File: src/core/ise_pkg.sv
// ****************************************
// shared constants
// ****************************************
package ise_pkg;
  localparam int          DATA_W      = 8;
  localparam int          PC_W        = 11;
  localparam int          INSN_W      = 12;
  // pc bit forced low by pc writers other than the jump
  localparam int          PC_FORCE_BIT = 8;
  // file addresses
  localparam logic [4:0]  ADDR_PCL    = 5'h02;
  localparam logic [4:0]  ADDR_TIMER  = 5'h01;
  localparam logic [4:0]  ADDR_PORT_A = 5'h05;
  localparam logic [4:0]  ADDR_PORT_B = 5'h06;
  localparam logic [4:0]  ADDR_PORT_C = 5'h07;
  // reset value of direction latches: all inputs
  localparam logic [7:0]  DIR_RST     = 8'hff;
  // opcode patterns
  localparam logic [11:0] OP_DIR_LOAD = 12'h000;
  localparam logic [2:0]  OP_JUMP     = 3'h5;
  localparam logic [3:0]  OP_CALL     = 4'h9;
  localparam logic [3:0]  OP_RET_LIT  = 4'h8;
  localparam logic [1:0]  OP_FILE_GRP = 2'h0;
  localparam logic [2:0]  OP_BIT_WR   = 3'h2;
  // destination bit of the byte group
  localparam int          D_BIT       = 5;
  // ports that own a direction latch
  localparam int          NUM_PORTS   = 3;
endpackage : ise_pkg

File: src/core/ise_core.sv
`timescale 1ns/1ps
`default_nettype none
module ise_core #(
  // pc width follows the program memory; the data path stays eight bits,
  // fixed by the literal field of the instruction word
  parameter int PC_W = ise_pkg::PC_W
) (
  // clock and reset
  input  wire logic                  core_clk_i,
  input  wire logic                  rstn_i,
  // decoded instruction stream
  input  wire logic                  insn_valid_i,
  input  wire logic [11:0]           insn_i,
  input  wire logic [7:0]            w_i,
  input  wire logic [7:0]            alu_result_i,
  input  wire logic [PC_W-1:0]       pc_target_i,
  input  wire logic [PC_W-1:0]       stack_top_entry_i,
  input  wire logic                  presc_to_timer_i,
  // port pins and data latches
  input  wire logic [7:0]            pin_a_i,
  input  wire logic [7:0]            pin_b_i,
  input  wire logic [7:0]            pin_c_i,
  input  wire logic [7:0]            first_port_data_i,
  input  wire logic [7:0]            second_port_data_i,
  input  wire logic [7:0]            third_port_data_i,
  // results
  output logic [7:0]                 operand_o,
  output logic                       pc_load_o,
  output logic [PC_W-1:0]            pc_next_o,
  output logic                       w_load_o,
  output logic [7:0]                 w_next_o,
  output logic                       presc_clr_o,
  output logic                       busy_o,
  output logic [7:0]                 dir_a_o,
  output logic [7:0]                 dir_b_o,
  output logic [7:0]                 dir_c_o,
  output logic [7:0]                 oe_a_o,
  output logic [7:0]                 oe_b_o,
  output logic [7:0]                 oe_c_o
);

  // ****************************************
  // elaboration checks
  // ****************************************
  // the forced page bit must exist inside the pc
  if (PC_W <= ise_pkg::PC_FORCE_BIT) begin : g_bad_pc_w
    $error("ise_core: PC_W too narrow for the forced pc bit");
  end
  // the direction slices assume the port addresses follow one another
  if (ise_pkg::ADDR_PORT_C != ise_pkg::ADDR_PORT_A + 5'(ise_pkg::NUM_PORTS - 1)) begin : g_bad_port_map
    $error("ise_core: port addresses are not consecutive");
  end

  // keep-mask that clears the forced bit on every pc writer but the jump
  localparam logic [PC_W-1:0] PC_KEEP = ~(PC_W'(1) << ise_pkg::PC_FORCE_BIT);

  // ****************************************
  // decode
  // ****************************************
  logic [4:0] faddr;
  logic       is_file_op;
  logic       is_bit_wr;
  logic       writes_file;
  logic       is_jump;
  logic       is_call;
  logic       is_ret;
  logic       is_dir;
  logic       pc_file_wr;

  assign faddr       = insn_i[4:0];
  assign is_file_op  = insn_i[11:10] == ise_pkg::OP_FILE_GRP;
  assign is_bit_wr   = insn_i[11:9] == ise_pkg::OP_BIT_WR;
  // every byte-group writer of f has bit 5 set, move-to-file and clear included;
  // bit set/clear always write back, bit tests never do
  assign writes_file = (is_file_op && insn_i[ise_pkg::D_BIT]) || is_bit_wr;
  assign is_jump     = insn_i[11:9] == ise_pkg::OP_JUMP;
  assign is_call     = insn_i[11:8] == ise_pkg::OP_CALL;
  assign is_ret      = insn_i[11:8] == ise_pkg::OP_RET_LIT;
  assign is_dir      = insn_i[11:3] == ise_pkg::OP_DIR_LOAD[11:3];
  assign pc_file_wr  = writes_file && (faddr == ise_pkg::ADDR_PCL);

  // ****************************************
  // source operand for port registers
  // ****************************************
  logic [7:0] next_operand;
  always_comb begin
    unique case (faddr)
      ise_pkg::ADDR_PORT_A: next_operand = pin_a_i;
      ise_pkg::ADDR_PORT_B: next_operand = pin_b_i;
      ise_pkg::ADDR_PORT_C: next_operand = pin_c_i;
      default:              next_operand = 8'h00;
    endcase
  end

  // pin level replaces latch so a low-driven input writes back zero
  always_ff @(posedge core_clk_i or negedge rstn_i) begin
    if (!rstn_i) begin
      operand_o <= 8'h00;
    end else begin
      operand_o <= next_operand;
    end
  end

  // ****************************************
  // return-with-literal two-cycle sequencer
  // ****************************************
  typedef enum logic [0:0] {
    ISE_IDLE = 1'b0,
    ISE_RET2 = 1'b1
  } ise_state_t;
  ise_state_t state;

  always_ff @(posedge core_clk_i or negedge rstn_i) begin
    if (!rstn_i) begin
      state <= ISE_IDLE;
    end else begin
      unique case (state)
        ISE_IDLE: if (insn_valid_i && is_ret) state <= ISE_RET2;
        ISE_RET2: state <= ISE_IDLE;
      endcase
    end
  end

  // second cycle is a flush; issue ignored while busy
  always_ff @(posedge core_clk_i or negedge rstn_i) begin
    if (!rstn_i) begin
      busy_o <= 1'b0;
    end else begin
      busy_o <= (state == ISE_IDLE) && insn_valid_i && is_ret;
    end
  end

  // ****************************************
  // program counter and w
  // ****************************************
  logic take;
  assign take = insn_valid_i && (state == ISE_IDLE);

  always_ff @(posedge core_clk_i or negedge rstn_i) begin
    if (!rstn_i) begin
      pc_load_o <= 1'b0;
      pc_next_o <= '0;
    end else begin
      pc_load_o <= take && (is_jump || is_call || is_ret || pc_file_wr);
      if (take && is_jump) begin
        pc_next_o <= pc_target_i; // jump keeps its full target
      end else if (take && is_ret) begin
        pc_next_o <= stack_top_entry_i & PC_KEEP;
      end else if (take && is_call) begin
        pc_next_o <= pc_target_i & PC_KEEP;
      end else if (take && pc_file_wr) begin
        pc_next_o <= pc_target_i & PC_KEEP;
      end
    end
  end

  // flags untouched: no status output on this path
  always_ff @(posedge core_clk_i or negedge rstn_i) begin
    if (!rstn_i) begin
      w_load_o <= 1'b0;
      w_next_o <= 8'h00;
    end else begin
      w_load_o <= take && is_ret;
      if (take && is_ret) begin
        w_next_o <= insn_i[7:0];
      end
    end
  end

  // ****************************************
  // prescaler clear
  // ****************************************
  always_ff @(posedge core_clk_i or negedge rstn_i) begin
    if (!rstn_i) begin
      presc_clr_o <= 1'b0;
    end else begin
      presc_clr_o <= take && writes_file && (faddr == ise_pkg::ADDR_TIMER) && presc_to_timer_i;
    end
  end

  // ****************************************
  // direction latches and drivers
  // ****************************************
  // one slice per port; w lands in the latch named by the operand
  for (genvar p = 0; p < ise_pkg::NUM_PORTS; p++) begin : g_port
    logic       hit;
    logic [7:0] next_dir;
    logic [7:0] dir;
    logic [7:0] oe;
    assign hit      = take && is_dir && (faddr == ise_pkg::ADDR_PORT_A + 5'(p));
    assign next_dir = hit ? w_i : dir;

    // enable registered beside its latch so both outputs stay flop-driven;
    // reset leaves every pin an input until software loads a direction
    always_ff @(posedge core_clk_i or negedge rstn_i) begin
      if (!rstn_i) begin
        dir <= ise_pkg::DIR_RST;
        oe  <= ~ise_pkg::DIR_RST;
      end else begin
        dir <= next_dir;
        oe  <= ~next_dir;
      end
    end
  end

  assign dir_a_o = g_port[0].dir;
  assign dir_b_o = g_port[1].dir;
  assign dir_c_o = g_port[2].dir;
  assign oe_a_o  = g_port[0].oe;
  assign oe_b_o  = g_port[1].oe;
  assign oe_c_o  = g_port[2].oe;

endmodule : ise_core
`default_nettype wire

File: config.mk
export PLATFORM = sky130hd
export DESIGN_NAME = ise_core
export DESIGN_NICKNAME = d
export VERILOG_FILES = /design/src/core/ise_pkg.sv /design/src/core/ise_core.sv
export SDC_FILE = /design/constraint.sdc
export NUM_CORES = 1
export LEC_CHECK = 0
export ABC_CLOCK_PERIOD_IN_PS = 2100
export BUFFER_PORTS_ARGS = -buffer_cell sky130_fd_sc_hd__buf_2
export CAP_MARGIN = 30
export CORE_ASPECT_RATIO = 1.4
export CORE_UTILIZATION = 44
export DETAILED_ROUTE_END_ITERATION = 8
export GPL_ROUTABILITY_DRIVEN = 0
export GPL_TIMING_DRIVEN = 0
export PLACE_DENSITY = 0.79
export SLEW_MARGIN = 20
export SYNTH_ARGS = -nofsm -noshare
export SYNTH_HDL_FRONTEND = slang
export SYNTH_SLANG_ARGS = --single-unit
File: constraint.sdc
create_clock -name core_clk_i -period 2.1 [get_ports core_clk_i]
set_input_delay 0.21 -clock core_clk_i [delete_from_list [all_inputs] [get_ports core_clk_i]]
set_output_delay 0.21 -clock core_clk_i [all_outputs]
set_load 0.05 [all_outputs]
==> impl_results.md <==
* Max VDD drop at 0.000509 V
* Worst-margin pin slew at 0.532 ns
* Post-Route WL at 7150 um
* DR WL/cell at 14.5 um
* RSZ-0062 raised after global routing: no
* Port bufs at 147
* Drt pass-1 iters at 4
* Die width at 75.2 um
* CTS tree: done
* Fin crit share at 90.1%
* H-tree Lvls at 3
* Antenna-violating nets left at 0
* Met3 usage at 6.40%
* I/O pins at 181
* Tot Pwr at 3.47 mW
* Post-synthesis sequential area ratio at 60.8%
* Post-CTS resize count at 0
* Max cap viols at 0
* Distinct cell type count after synthesis at 30
* Via density per instance at 4.91
* Site Rows at 37
* Syn_nets at 333
* Commonest non-fill, non-tap cell in the layout: buf_2
* Worst setup SP type: register
* Crit path max-delay family: multiplexers
* Netlist Area Pre-Place at 3300 um^2
* Setup WS post-layout at 0.208 ns
* Diodes inserted at 0
* Post-detail-place hpwl at 5360 um
* Synth warnings at 0
* Status: finished clean
* CP most frequent cell: mux2_2
* Yosys top cell area share at 41.7%
* Hold Crit Class: primary input to register
* Filler Cell Count at 596
* WHS at 0.0706 ns
* Tot GR Track Use at 19.9%
* Crit path DAT at 2.13 ns
* Clock transition at path regs at 0.08 ns
* Achievable clock frequency at 0.529 GHz
* CP cell instances: and4bb_1 > nand2_4 > inv_4 > buf_6 > mux2_2 > mux2_2
* Delay of the slowest critical-path stage at 0.39 ns
* Clock Sink Count at 79
* Crit path time final at 1.89 ns
* Synth-to-layout area growth at 33.3%
* Starting Density at 45.1%
* Worst slack, placed at 0.0892 ns
* Met1 usage at 23.2%
* Gr busiest metal: met2
* Global-route wire length before repair at 11600 um
* Final Hold Viols at 0
* Die ar. at 7860 um^2
* Final Max Tran Viols at 0
* Dominant cells by area after synthesis: dfrtp_1 42%, dfstp_2 19%, mux2_2 17%
* Worst-skew pair later-pin latency at 0.35 ns
* Proportion of layout cells with a drive suffix above 1 at 64.1%
* Total congestion overflow at 0
* Final nets at 493
* CP bufs+invs at 2
* Kind of critical path: register to register
* Power Density at 788 nW/um^2
* Final Skew at 0.0134 ns
* Critical path's slowest cell: dfrtp_1
* Global-route track usage on met2 at 33.3%
* Largest net degree at the start of global routing at 62
* Crit end category: register
* # DRC at 0
* Synth Instances at 231
* Clock tree buffer depth at 2
* Yosys top cell by area: dfrtp_1
* Core box area at 7310 um^2
* Vias in the first global route at 2436
* Most frequent cells in the layout: 148 x buf_2, 55 x dfrtp_1, 50 x mux2_2, 25 x mux2i_1, 24 x dfstp_2
* Setup_tns at 0 ns
* Crit path max fanout at 10
* Final setup violation count at 0
* Worst relative slew slack at 64.5%
* Post-CTS setup buffer count at 0
* Vias at 2420
* Die Y at 105 um
* CTS root buf: clkbuf_8
* Cts hold-fix bufs at 1
* Num CTS Buffers at 9
* DRT iter0 DRCs at 95
* Syn avg cell area at 14.3 um^2
* Antenna violations before repair at 0
* Leakage at 2.06 nW
* WP data required at 2.34 ns
* Core Util, Final at 60.2%
* Post-synthesis register bit count at 79
## area by class of cell
class	instances	area [um^2]	area share, %
clock buffer	9	124	2.81
multi-input combinational	138	1200	27.2
tap	97	121	2.76
buffer	10	81.3	1.85
sequential	79	2010	45.6
inverter	4	17.5	0.398
clock inverter	7	80.1	1.82
timing repair buffer	149	776	17.6
## worst reg2reg max path, delay by kind of cell, from the launching register on
family	cells	cell delay (ns)
and+or+nand+nor	2	0.51
muxes	2	0.59
DFF	1	0.39
buffers and inverters	2	0.31
## cell usage after synthesis (all sizes together)
| master | count |
|---|---|
| dfrtp | 55 |
| mux2 | 52 |
| mux2i | 25 |
| dfstp | 24 |
| nand2 | 24 |
| nor2 | 13 |
| a22oi | 8 |
| buf | 8 |
| inv | 4 |
| nor3b | 3 |
| clkbuf | 2 |
| nand3 | 2 |
| nor2b | 2 |
| a31oi | 1 |
| a41o | 1 |
| and2b | 1 |
| and4bb | 1 |
| nand3b | 1 |
| nand4 | 1 |
| nor3 | 1 |
| nor4 | 1 |
| o21ai | 1 |
## logic make-up after synthesis
group | synth area share (%)
buffers and inverters | 2.99
muxes | 25.5
AOI/OAI and AO/OA | 2.46
and+or+nand+nor | 8.22
DFF | 60.8
## worst paths after layout
check	start	to	slack, ns	depth (start not counted)
worst max register to register	state	pc_next_o[9]	0.21	6
min in group asynchronous	rstn_i	oe_a_o[3]	0.27	2
worst min-delay path	insn_i[7]	w_next_o[7]	0.07	3
max in group asynchronous	rstn_i	asynchronous set/reset pin	1.21	3
worst max-delay path	state	pc_next_o[9]	0.21	6
worst min register to register	w_next_o[6]	w_next_o[6]	0.48	2
## metrics by stage
stage / std cells / instance area, um^2
6_report: 493 / 4400
3_3_place_gp: 475 / 4160
5_1_grt: 493 / 4400
4_1_cts: 493 / 4400
2_1_floorplan: 231 / 3300
3_5_place_dp: 476 / 4190
## layer usage
metal	part of all wire [%]	up-vias
met5	0	-
met4	1.5	0
met3	6.3	10
met2	52	109
met1	40	1176
li1	-	1125
## power breakdown
part	internal, mW	switching, mW	leakage (nW)
clock	0.561	0.589	0.0900
combinational	0.196	0.472	1.12
sequential	1.61	0.0422	0.855
No activity file was read; power rests on OpenSTA's default activity.
